File: src/logic/i2c_reg_slave_pkg.sv
// Purpose: Shared constants, carriers and state encodings of the I2C register target
// Assumes: 8-bit register pointer, 16-bit register words
// Notes: Only the output driver setup register is held by this block
package i2c_reg_slave_pkg;

    // Register map
    localparam logic [7:0] DRV_SETUP_OFFSET = 8'h06;
    localparam logic [15:0] DRV_SETUP_RESET = 16'h0000;
    localparam int DRV_DIV_BIT = 3;
    localparam int DRV_CODE_MSB = 2;
    localparam int DRV_USED_MSB = 3;
    localparam logic [2:0] DRV_CODE_LVDS_HCSL = 3'h0;
    localparam logic [2:0] DRV_CODE_LVPECL = 3'h6;
    localparam logic [15:0] UNMAPPED_READ = 16'h0000;

    // Addressing
    localparam logic [6:0] DEV_ADDR_BASE = 7'h60;
    localparam int PIN_SEL_HIGH_POS = 3;
    localparam int PIN_SEL_LOW_POS = 1;
    localparam logic [7:0] PTR_RESET = 8'h00;
    localparam logic [7:0] PTR_STEP = 8'h01;

    // Byte framing
    localparam logic [3:0] BYTE_BITS = 4'h8;
    localparam logic [3:0] BYTE_LAST = 4'h7;
    localparam logic [3:0] BIT_STEP = 4'h1;
    localparam logic RW_READ = 1'b1;

    typedef struct packed {
        logic div_bypass;
        logic [2:0] drv_code;
    } driver_setup_t;

    typedef struct packed {
        logic we;
        logic [7:0] addr;
        logic [15:0] wdata;
    } reg_req_t;

    typedef struct packed {
        logic scl;
        logic sda;
        logic sel_high;
        logic sel_low;
    } bus_pins_t;

    typedef enum logic [2:0] {
        BUS_IDLE,
        BUS_RX,
        BUS_ACK_OUT,
        BUS_FETCH,
        BUS_TX,
        BUS_ACK_IN
    } bus_state_t;

    typedef enum logic [1:0] {
        KIND_DEV,
        KIND_REG,
        KIND_MSB,
        KIND_LSB
    } byte_kind_t;

endpackage

File: src/logic/pin_sync.sv
// Purpose: Two-flop synchroniser for the bus and address-select pins
// Assumes: Inputs are asynchronous to clk
// Notes: First stage is read only by the second stage
`timescale 1ns/1ps
`default_nettype none
module pin_sync
    import i2c_reg_slave_pkg::*;
#(
    parameter int WIDTH = 4
) (
    input wire logic clk,
    input wire logic reset,
    input wire logic clk_en,
    input wire logic [WIDTH-1:0] async_in,
    output logic [WIDTH-1:0] sync_out
);
    // Refuse an empty chain at elaboration
    if (WIDTH < 1) begin : g_bad_width
        $error("pin_sync needs WIDTH of at least 1");
    end

    typedef struct packed {
        logic [WIDTH-1:0] first;
        logic [WIDTH-1:0] second;
    } sync_state_t;

    sync_state_t st_ff;
    sync_state_t nxt_st;

    always_comb begin
        nxt_st = st_ff;
        nxt_st.first = async_in;
        nxt_st.second = st_ff.first;
    end

    // Idle bus lines are high, so the chain resets to ones
    always_ff @(posedge clk) begin
        if (reset) begin
            st_ff <= '1;
        end else if (clk_en) begin
            st_ff <= nxt_st;
        end
    end

    assign sync_out = st_ff.second;
endmodule
`default_nettype wire

File: src/logic/driver_setup_store.sv
// Purpose: Register store behind the pointer, holding the output driver setup word
// Assumes: One write request per cycle at most
// Notes: Unmapped addresses read zero and ignore writes
`timescale 1ns/1ps
`default_nettype none
module driver_setup_store
    import i2c_reg_slave_pkg::*;
(
    input wire logic clk,
    input wire logic reset,
    input wire logic clk_en,
    input wire reg_req_t req,
    input wire logic [7:0] rd_addr,
    output logic [15:0] rd_data,
    output driver_setup_t setup
);
    typedef struct packed {
        driver_setup_t setup;
        logic [15:0] rd_data;
    } store_state_t;

    store_state_t st_ff;
    store_state_t nxt_st;

    function automatic logic hits_setup(input logic [7:0] addr);
        hits_setup = (addr == DRV_SETUP_OFFSET);
    endfunction

    always_comb begin
        nxt_st = st_ff;
        if (req.we && hits_setup(req.addr)) begin
            // Upper twelve bits dropped on write
            nxt_st.setup = req.wdata[DRV_USED_MSB:0];
        end
        if (hits_setup(rd_addr)) begin
            nxt_st.rd_data = {12'h000, st_ff.setup};
        end else begin
            nxt_st.rd_data = UNMAPPED_READ;
        end
    end

    always_ff @(posedge clk) begin
        if (reset) begin
            st_ff <= {DRV_SETUP_RESET[DRV_USED_MSB:0], 16'h0000};
        end else if (clk_en) begin
            st_ff <= nxt_st;
        end
    end

    assign rd_data = st_ff.rd_data;
    assign setup = st_ff.setup;

    a_reserved_zero: assert property (@(posedge clk) disable iff (reset)
        rd_data[15:4] == 12'h000)
        else $error("reserved driver setup bits read nonzero");

    a_divider_default: assert property (@(posedge clk)
        $past(reset) && !reset |-> setup.div_bypass == 1'b0)
        else $error("divider select not at divide-by-two after reset");
endmodule
`default_nettype wire

File: src/logic/i2c_reg_slave.sv
// Purpose: I2C target giving a bus controller access to 16-bit configuration words
// Assumes: clk at 200 MHz, far faster than the serial clock
// Notes: The target never stretches the serial clock
// Operation
// - Driver setup bits 15:4 read zero, ignore writes
// - Bit 3 picks divide-by-two, default zero
// - Data changes only while serial clock low
// - Data edges with clock high mark START/STOP
// - Repeated START restarts address reception
// - Idle bus lines released, pulled high
// - Eight-bit bytes, MSB first, unlimited count
// - Receiver pulls data low on ninth clock
// - Not-acknowledge only for a foreign device address
// - Controller nack keeps the target sending data
// - First byte: 7-bit address plus direction
// - Register address byte follows the device address
// - Pointer advances per word, wraps 255 to 0
// - Words travel as two bytes, high first
// - Plain read starts at pointer, reset zero
// - Factory option: fixed low four address bits
// - Pin option: two pins pick four addresses
`timescale 1ns/1ps
`default_nettype none
module i2c_reg_slave
    import i2c_reg_slave_pkg::*;
#(
    parameter bit ADDR_BY_PINS = 1'b1,
    parameter logic [3:0] FACTORY_ADDR_LOW = 4'h0
) (
    input wire logic clk,
    input wire logic reset,
    input wire logic clk_en,
    input wire logic scl_in,
    input wire logic sda_in,
    output logic sda_out,
    output logic sda_oe,
    input wire logic addr_select_low_pin,
    input wire logic addr_select_high_pin,
    output driver_setup_t driver_setup,
    output logic bus_busy
);
    typedef struct packed {
        logic scl_prev;
        logic sda_prev;
        bus_state_t state;
        byte_kind_t kind;
        logic rw;
        logic ack_seen;
        logic [3:0] bit_cnt;
        logic [7:0] shift;
        logic [7:0] msb_hold;
        logic [15:0] word;
        logic [7:0] ptr;
        logic sda_oe;
        reg_req_t req;
    } slave_state_t;

    slave_state_t st_ff;
    slave_state_t nxt_st;
    bus_pins_t pins_s;
    logic [15:0] rd_data;
    logic [6:0] own_addr;
    logic scl_rise;
    logic scl_fall;
    logic start_ev;
    logic stop_ev;

    // Pins pass two flops before decoding
    pin_sync #(
        .WIDTH(4)
    ) u_sync (
        .clk(clk),
        .reset(reset),
        .clk_en(clk_en),
        .async_in({scl_in, sda_in, addr_select_high_pin, addr_select_low_pin}),
        .sync_out(pins_s)
    );

    driver_setup_store u_store (
        .clk(clk),
        .reset(reset),
        .clk_en(clk_en),
        .req(st_ff.req),
        .rd_addr(nxt_st.ptr),
        .rd_data(rd_data),
        .setup(driver_setup)
    );

    // Own address from pins or the factory setting
    always_comb begin
        if (ADDR_BY_PINS) begin
            own_addr = DEV_ADDR_BASE;
            own_addr[PIN_SEL_HIGH_POS] = pins_s.sel_high;
            own_addr[PIN_SEL_LOW_POS] = pins_s.sel_low;
        end else begin
            own_addr = {DEV_ADDR_BASE[6:4], FACTORY_ADDR_LOW};
        end
    end

    // Line events from the synchronised levels
    assign scl_rise = pins_s.scl & ~st_ff.scl_prev;
    assign scl_fall = ~pins_s.scl & st_ff.scl_prev;
    assign start_ev = pins_s.scl & st_ff.scl_prev & st_ff.sda_prev & ~pins_s.sda;
    assign stop_ev = pins_s.scl & st_ff.scl_prev & ~st_ff.sda_prev & pins_s.sda;

    always_comb begin
        nxt_st = st_ff;
        nxt_st.scl_prev = pins_s.scl;
        nxt_st.sda_prev = pins_s.sda;
        nxt_st.req.we = 1'b0;
        if (stop_ev) begin
            nxt_st.state = BUS_IDLE;
            nxt_st.sda_oe = 1'b0;
        end else if (start_ev) begin
            // Also a repeated START mid-transfer
            nxt_st.state = BUS_RX;
            nxt_st.kind = KIND_DEV;
            nxt_st.bit_cnt = 4'h0;
            nxt_st.sda_oe = 1'b0;
        end else begin
            unique case (st_ff.state)
                BUS_IDLE: begin
                    nxt_st.sda_oe = 1'b0;
                end
                BUS_RX: begin
                    if (scl_rise) begin
                        // Sampled in the high phase, MSB first
                        nxt_st.shift = {st_ff.shift[6:0], pins_s.sda};
                        nxt_st.bit_cnt = st_ff.bit_cnt + BIT_STEP;
                    end else if (scl_fall && st_ff.bit_cnt == BYTE_BITS) begin
                        nxt_st.bit_cnt = 4'h0;
                        nxt_st.state = BUS_ACK_OUT;
                        nxt_st.sda_oe = 1'b1;
                        unique case (st_ff.kind)
                            KIND_DEV: begin
                                if (st_ff.shift[7:1] != own_addr) begin
                                    nxt_st.state = BUS_IDLE;
                                    nxt_st.sda_oe = 1'b0;
                                end else begin
                                    nxt_st.rw = st_ff.shift[0];
                                    nxt_st.kind = (st_ff.shift[0] == RW_READ) ? KIND_MSB
                                        : KIND_REG;
                                end
                            end
                            KIND_REG: begin
                                nxt_st.ptr = st_ff.shift;
                                nxt_st.kind = KIND_MSB;
                            end
                            KIND_MSB: begin
                                nxt_st.msb_hold = st_ff.shift;
                                nxt_st.kind = KIND_LSB;
                            end
                            KIND_LSB: begin
                                nxt_st.req.we = 1'b1;
                                nxt_st.req.addr = st_ff.ptr;
                                nxt_st.req.wdata = {st_ff.msb_hold, st_ff.shift};
                                nxt_st.ptr = st_ff.ptr + PTR_STEP;
                                nxt_st.kind = KIND_MSB;
                            end
                        endcase
                    end
                end
                BUS_ACK_OUT: begin
                    // Low held through the ninth high phase, freed on its fall for a write
                    if (scl_fall) begin
                        // A read keeps the ack low until the first bit
                        nxt_st.sda_oe = (st_ff.rw == RW_READ);
                        nxt_st.state = (st_ff.rw == RW_READ) ? BUS_FETCH : BUS_RX;
                    end
                end
                BUS_FETCH: begin
                    // Read data already matches the current pointer
                    nxt_st.state = BUS_TX;
                    nxt_st.word = rd_data;
                    nxt_st.shift = rd_data[15:8];
                    nxt_st.sda_oe = ~rd_data[15];
                end
                BUS_TX: begin
                    // Data moves only after the clock falls
                    if (scl_fall) begin
                        if (st_ff.bit_cnt == BYTE_LAST) begin
                            nxt_st.bit_cnt = 4'h0;
                            nxt_st.state = BUS_ACK_IN;
                            nxt_st.sda_oe = 1'b0;
                        end else begin
                            nxt_st.shift = {st_ff.shift[6:0], 1'b0};
                            nxt_st.bit_cnt = st_ff.bit_cnt + BIT_STEP;
                            nxt_st.sda_oe = ~st_ff.shift[6];
                        end
                    end
                end
                BUS_ACK_IN: begin
                    if (scl_rise) begin
                        nxt_st.ack_seen = ~pins_s.sda;
                    end else if (scl_fall) begin
                        if (st_ff.kind == KIND_LSB) begin
                            nxt_st.ptr = st_ff.ptr + PTR_STEP;
                        end
                        if (st_ff.ack_seen) begin
                            nxt_st.state = BUS_IDLE;
                            nxt_st.sda_oe = 1'b0;
                        end else if (st_ff.kind == KIND_MSB) begin
                            nxt_st.state = BUS_TX;
                            nxt_st.kind = KIND_LSB;
                            nxt_st.shift = st_ff.word[7:0];
                            nxt_st.sda_oe = ~st_ff.word[7];
                        end else begin
                            nxt_st.state = BUS_FETCH;
                            nxt_st.kind = KIND_MSB;
                        end
                    end
                end
            endcase
        end
    end

    always_ff @(posedge clk) begin
        if (reset) begin
            st_ff <= '{scl_prev: 1'b1, sda_prev: 1'b1, state: BUS_IDLE, kind: KIND_DEV,
                rw: 1'b0, ack_seen: 1'b0, bit_cnt: 4'h0, shift: 8'h00, msb_hold: 8'h00,
                word: 16'h0000, ptr: PTR_RESET, sda_oe: 1'b0, req: '0};
        end else if (clk_en) begin
            st_ff <= nxt_st;
        end
    end

    // Open-drain data line: only ever pulled low
    assign sda_out = 1'b0;
    assign sda_oe = st_ff.sda_oe;
    assign bus_busy = (st_ff.state != BUS_IDLE);

    a_start_restarts: assert property (@(posedge clk) disable iff (reset || !clk_en)
        start_ev && !stop_ev |=> st_ff.state == BUS_RX && st_ff.kind == KIND_DEV
            && !sda_oe)
        else $error("START did not restart address reception");

    a_stop_idles: assert property (@(posedge clk) disable iff (reset || !clk_en)
        stop_ev |=> st_ff.state == BUS_IDLE && !sda_oe)
        else $error("STOP did not return to idle");

    a_foreign_nack: assert property (@(posedge clk) disable iff (reset || !clk_en)
        st_ff.state == BUS_RX && st_ff.kind == KIND_DEV && scl_fall && !start_ev
            && !stop_ev && st_ff.bit_cnt == BYTE_BITS && st_ff.shift[7:1] != own_addr
            |=> !sda_oe ##1 !sda_oe)
        else $error("foreign address was acknowledged");

    a_own_ack: assert property (@(posedge clk) disable iff (reset || !clk_en)
        st_ff.state == BUS_RX && scl_fall && !start_ev && !stop_ev
            && st_ff.bit_cnt == BYTE_BITS
            && (st_ff.kind != KIND_DEV || st_ff.shift[7:1] == own_addr)
            |=> sda_oe && st_ff.state == BUS_ACK_OUT)
        else $error("received byte not acknowledged");

    a_sda_high_stable: assert property (@(posedge clk) disable iff (reset || !clk_en)
        pins_s.scl && st_ff.scl_prev && !start_ev && !stop_ev
            && st_ff.state != BUS_FETCH |=> $stable(sda_oe))
        else $error("data line moved while serial clock high");

    a_word_write: assert property (@(posedge clk) disable iff (reset || !clk_en)
        st_ff.req.we |-> st_ff.ptr == st_ff.req.addr + PTR_STEP
            && st_ff.req.wdata[7:0] == st_ff.shift)
        else $error("write word and pointer advance disagree");

    a_ptr_after_reset: assert property (@(posedge clk)
        $past(reset) && !reset |-> st_ff.ptr == PTR_RESET && !sda_oe)
        else $error("pointer not zero after reset");

    a_read_ack_release: assert property (@(posedge clk) disable iff (reset || !clk_en)
        st_ff.state == BUS_ACK_IN && scl_fall && st_ff.ack_seen && !start_ev && !stop_ev
            |=> (!sda_oe && st_ff.state == BUS_IDLE) [*2])
        else $error("line not released after controller ack");

    a_ptr_wrap: assert property (@(posedge clk) disable iff (reset || !clk_en)
        st_ff.state == BUS_ACK_IN && scl_fall && st_ff.kind == KIND_LSB && !start_ev
            && !stop_ev |=> st_ff.ptr == $past(st_ff.ptr) + PTR_STEP)
        else $error("read pointer did not advance by one");

    a_tx_release: assert property (@(posedge clk) disable iff (reset || !clk_en)
        st_ff.state == BUS_TX && scl_fall && st_ff.bit_cnt == BYTE_LAST && !start_ev
            && !stop_ev |=> !sda_oe && st_ff.state == BUS_ACK_IN)
        else $error("data line not released for the ninth clock");

    a_nack_continues: assert property (@(posedge clk) disable iff (reset || !clk_en)
        st_ff.state == BUS_ACK_IN && scl_fall && !st_ff.ack_seen && !start_ev && !stop_ev
            |=> st_ff.state == BUS_TX || st_ff.state == BUS_FETCH)
        else $error("transmission stopped after controller nack");

    a_read_keeps_line: assert property (@(posedge clk) disable iff (reset || !clk_en)
        st_ff.state == BUS_ACK_OUT && st_ff.rw == RW_READ && scl_fall && !start_ev
            && !stop_ev |=> sda_oe && st_ff.state == BUS_FETCH)
        else $error("data line released between ack and first read bit");

    a_fetch_msb: assert property (@(posedge clk) disable iff (reset || !clk_en)
        st_ff.state == BUS_FETCH && !start_ev && !stop_ev
            |=> sda_oe == !$past(rd_data[15]) && st_ff.state == BUS_TX)
        else $error("read word did not start with its top bit");

    a_idle_released: assert property (@(posedge clk) disable iff (reset || !clk_en)
        st_ff.state == BUS_IDLE |-> !sda_oe)
        else $error("data line pulled while bus idle");
endmodule
`default_nettype wire

File: config.mk
export PLATFORM = sky130hd
export DESIGN_NAME = i2c_reg_slave
export DESIGN_NICKNAME = d
export VERILOG_FILES = /design/src/logic/i2c_reg_slave_pkg.sv /design/src/logic/pin_sync.sv /design/src/logic/driver_setup_store.sv /design/src/logic/i2c_reg_slave.sv
export SDC_FILE = /design/constraint.sdc
export NUM_CORES = 1
export LEC_CHECK = 0
export BUFFER_PORTS_ARGS = -buffer_cell sky130_fd_sc_hd__clkbuf_2
export CORE_ASPECT_RATIO = 0.7
export CORE_MARGIN = 3
export CORE_UTILIZATION = 40
export CTS_CLUSTER_SIZE = 40
export DETAILED_ROUTE_END_ITERATION = 16
export SLEW_MARGIN = 25
export SYNTH_ARGS = -nofsm -noshare
export SYNTH_HDL_FRONTEND = slang
export SYNTH_SLANG_ARGS = --single-unit
File: constraint.sdc
create_clock -name clk -period 7.05 [get_ports clk]
set_input_delay 2.115 -clock clk [delete_from_list [all_inputs] [get_ports clk]]
set_output_delay 2.115 -clock clk [all_outputs]
set_load 0.01 [all_outputs]
Word level (Yosys, flattened, before mapping). Cells that the tools add are included.

$add $sub $neg: 2. Bitwise operators: 18. Eq/ne operators: 36. Reductions and logical operators: 21. Mux-type cells: 58. Shift-type cells: 0. Order comparisons: 0. Multiply operators: 0. Div/mod/pow operators: 0.

Operator list (number): $mux 25 (4); $mux 8 (9); $mux 34 (2); $ne 4x4->1 const B (9); $pmux 8 s2 (2); $pmux 8 s4 (1); $mux 4 (5); $mux 5 (4); $mux 3 (6); $mux 9 (2); $ne 3x3->1 const B (6); $reduce_and 9->1 (2); $eq 8x3->1 const B (2); $reduce_and 8->1 (2); $pmux 3 s5 (1); $ne 2x2->1 const B (7); $reduce_and 7->1 (2); $mux 12 (1); $mux 6 (2); $reduce_and 11->1 (1); $mux 1 (10); $mux 2 (5); $reduce_and 5->1 (2); $not 1->1 (9); other kinds (26) (39).

Memories kept: 0. Flip-flop bits (word level): 83. Bits in writable memories: 0. Memory bits (read-only): 0. Input bits: 7. Latch bits: 0.

Depth between registers and ports, before layout.
Depth after elaboration: 10. Gate-level depth with buffers: 10. Mapped depth without buffers: 9.

Modules after synthesis. A second synthesis with hierarchy kept.

Cell total of the unflattened synthesis: 640. Area total of the unflattened synthesis: 5002.3 um^2.

By module, submodules not included: i2c_reg_slave (cells each 562, times used 1, area an instance 4205.3 um^2); driver_setup_store (cells each 52, times used 1, area an instance 494.2 um^2); pin_sync (cells each 26, times used 1, area an instance 302.8 um^2).

Worst setup path before layout. OpenSTA, ideal clock, no wires.

Kind: input to register. Start point: input clk_en. End point: register u_store.st_ff, in the netlist u_store.rd_data[0]. Path slack: 3.470 ns. Library setup time: 0.059 ns. Data required time: 6.991 ns. Buffers on the path: 1. Arrival: 3.521 ns. Stages on the path: 7. Path through: buf_2 o311ai_1 o221ai_1 o2111ai_1 or4_4 nor3_4 a31o_1.

RTL lines: start: declaration (RTL line i2c_reg_slave.sv:32) `input wire logic clk_en,`; end signal: assignment (RTL line driver_setup_store.sv:44) `st_ff <= {DRV_SETUP_RESET[DRV_USED_MSB:0], 16'h0000};`; end signal: assignment (RTL line driver_setup_store.sv:46) `st_ff <= nxt_st;`; end: declaration (RTL line driver_setup_store.sv:22) `store_state_t st_ff;`.

==> results by group <==
Global routing
  – Pin count of the biggest net entering global routing: 52
  – Remaining global-route overflow: 0
  – Number of global-route vias before repair: 3231
  – Wire length of the first global-routing pass: around 17 mm
  – Initial antenna violation count: 0
  – Total Routing Usage GR: between 20% and 30%

Die
  – Initial standard-cell utilization of the core: a little over two fifths
  – Total core area: ~8800 um2
  – Die Y-Extent: 87.1 um
  – Top-level port count: 14
  – Floorplan die width: between 100 and 150 um
  – Number of rows created at floorplan: 28
  – Total Die Area: ~11000 um2

Yosys
  – Number of distinct library cells after synthesis: between 70 and 80
  – Post-synthesis cell area: 3760 um2
  – Part of the Yosys area used for sequential elements: 33.5%
  – Synthesis-stage register bit count: 63
  – Number of instances in the synthesized netlist: 480
  – Synthesized Nets: 492
  – Dominant synthesized flop cell: dfxtp_1
  – Post-synthesis area per instance: 7.83 um2
  – Async set-reset flop share out of synthesis: 0%
  – EDFF count, synth: 0
  – Number of warnings reported in the yosys synthesis log: 0

Timing
  – Setup repair after global routing missed its margin: no
  – Count of final setup violators: 0
  – Setup TNS Final: 0 ns
  – Slew at the pin closest to its max-slew limit: ~0.90 ns
  – Post-layout min period: just over 4 ns
  – Worst hold slack: approximately 0.46 ns
  – Count of final hold-check violations: 0
  – Total count of max-transition violations in the final report: 0
  – Worst relative slew slack: about two fifths
  – Achievable frequency: 244 MHz
  – Crit share post-route: about 58%
  – Worst Skew: about 0.0065 ns

Clock tree
  – Hold buffer count at CTS: 0
  – Number of clock sinks: 63
  – Clock Path Buffers: 2
  – Clock Tree Root: clkbuf_16
  – Number of buffers created by CTS: 9
  – Clock slew seen by the registers of the worst setup and hold paths: approximately 0.060 ns
  – Clock latency at the later pin of the worst-skew pair: between 0.3 and 0.4 ns
  – Resized cells post-CTS: 0
  – TritonCTS clock tree: done
  – H-tree depth reported by CTS: 3
  – Count of buffers added by post-CTS timing repair for setup: 0

Final layout
  – Most common library cell in the layout ignoring fill and taps: dfxtp_1
  – Area growth from synthesis to final layout: 10.9%
  – Leading cell types in the layout, fill and taps excluded: 63 x dfxtp_1, 60 x nand2_1, 46 x nor2_1
  – Area taken by flip-flops and latches: between 1000 and 1500 um2
  – Antenna Diode Count: 0
  – Final net count: 478
  – Multi-input gate area: roughly 2300 um2
  – Number of filler instances in the final layout: 844
  – Share of final-layout standard cells stronger than drive strength 1: approximately a tenth

Worst setup path
  – Slowest stage delay, CP: roughly 0.66 ns
  – Slack of the worst reg-to-reg path: around 3.8 ns
  – Critical path buffer and inverter count: 1
  – Critical Path Source: clk_en
  – CP max-delay cell: clkbuf_2
  – Worst path top cell family by delay: compound AO/OA/AOI/OAI gates
  – Critical path, cell by cell: clkbuf_2, o311ai_1, o221ai_1, o2111ai_1, or4_4, nor3_4, a31o_1
  – Launch instance of the worst register-to-register path: st_ff[74]
  – Data required time at the worst endpoint: roughly 7.3 ns
  – Path length in cells of the critical path: 7
  – Worst-path fanout max: 36
  – Critical Path Sink: u_store.rd_data[3]
  – Worst EP arrival: 4.39 ns
  – Cells on worst reg2reg path: 6
  – Startpoint types: input pin
  – Endpoint of the lowest-slack register-to-register path: u_store.rd_data[3]
  – Endpoint class of the critical path: flip-flop
  – Worst Path Class, Setup: in2reg

Routing
  – Initial DRC count: around 310
  – Number of design rule violations left after detail routing: 0
  – Total number of vias: between 3000 and 4000
  – Total routed wirelength: slightly above 10 mm
  – Average routed wire per standard cell: around 17 um
  – Number of detailed-route iterations in the first pass: 5
  – Drt via density: 5.97
  – Routed Antenna Nets: 0

Place
  – Placer congestion estimate: a little under 1
  – Half-perimeter wire length of the detailed placement result: approximately 7 mm
  – Port buffer count: 12

Hold path
  – Hold Crit Class: reg2reg

Run
  – Number of max-cap violations: 0

Pwr
  – Worst IR Drop VDD: 110 uV
  – Total power per unit cell area: about 240 nW/um2
  – Leakage Power: approximately 1.5 nW

Run status
  – Outcome: completed
flip-flops by register name, indices dropped and copies added (netlist names):
signal	cells
u_sync.sync_out	4
sda_oe	1
u_sync.nxt_st	4
u_store.setup	4
st_ff	46
u_store.rd_data	4
layer usage:
layer	global-route usage [%]	share of wire (%)
met5	0	0
met2	28.8	41
met4	6.00	1.5
met1	30.0	48
met3	6.69	9.3
per-stage QoR:
stage / total power, W / setup slack [ns] / utilization [%] / cells / instance area [um2]
final: 0.000980 / 2.94 / 47.4 / 591 / 4170
after global routing: 0.00101 / 2.81 / 47.4 / 591 / 4170
after CTS: 0.000988 / 2.95 / 47.4 / 591 / 4170
after detailed placement: 0.000444 / 2.62 / 43.3 / 575 / 3810
after global placement: 0.000444 / 2.70 / 43.3 / 575 / 3810
after floorplan: 0.000430 / 3.47 / - / 480 / 3760
cell usage after synthesis (9+ instances only):
master | number | area (um2)
a211oi_1 | 10 | 75.1
a21oi_1 | 40 | 200
buf_2 | 12 | 60.1
clkbuf_1 | 22 | 82.6
dfxtp_1 | 63 | 1260
inv_1 | 10 | 37.5
mux2i_1 | 26 | 260
nand2_1 | 60 | 225
nand3_1 | 12 | 60.1
nor2_1 | 46 | 173
nor2b_1 | 9 | 56.3
nor3_1 | 14 | 70.1
o21ai_0 | 17 | 85.1
kinds of logic after synthesis:
group           count (synthesis)  share of synthesized area, %
xor+xnor                        4                          1.13
other cells                     1                        0.0997
compound gates                127                          22.8
flops                          63                          33.5
buf+inv                        50                          5.89
mux                            26                          6.92
simple gates                  204                          27.9
fa+ha+maj                       5                          1.66
layout make-up:
class | instances | area share (%)
Sequential cell | 63 | 30.2
Clock inverter | 6 | 3.18
Clock buffer | 10 | 5.49
Timing Repair Buffer | 15 | 1.98
Multi-Input combinational cell | 367 | 54.6
Tap cell | 120 | 3.60
Inverter | 10 | 0.900
report_power, final:
group | internal, W | total [W] | leakage, nW | switching, W
logic | 0.0000243 | 0.0000670 | 0.819 | 0.0000426
clock network | 0.000380 | 0.000541 | 0.173 | 0.000161
registers | 0.000361 | 0.000372 | 0.510 | 0.0000104
total | 0.000766 | 0.000980 | 1.50 | 0.000214
worst min-delay path by stage:
stage | cells past startpoint | startpoint | endpoint | slack, ns
floorplan | 2 | st_ff[0] | st_ff[0] | 0.44
global placement | 2 | st_ff[2] | st_ff[2] | 0.44
detailed placement | 2 | st_ff[2] | st_ff[2] | 0.45
CTS | 2 | st_ff[2] | st_ff[2] | 0.46
global route | 2 | st_ff[16] | st_ff[16] | 0.47
finish | 2 | st_ff[20] | st_ff[20] | 0.46
worst register-to-register path, cell delays in order (launching register included):
cell     delay, ns
dfxtp_1       0.71
nor2b_1       0.68
o21ai_0       0.44
a221o_1       0.52
or4_4         0.52
nor3_4        0.19
a31o_1        0.18
Note: power is estimated with default switching activity, not from simulation.
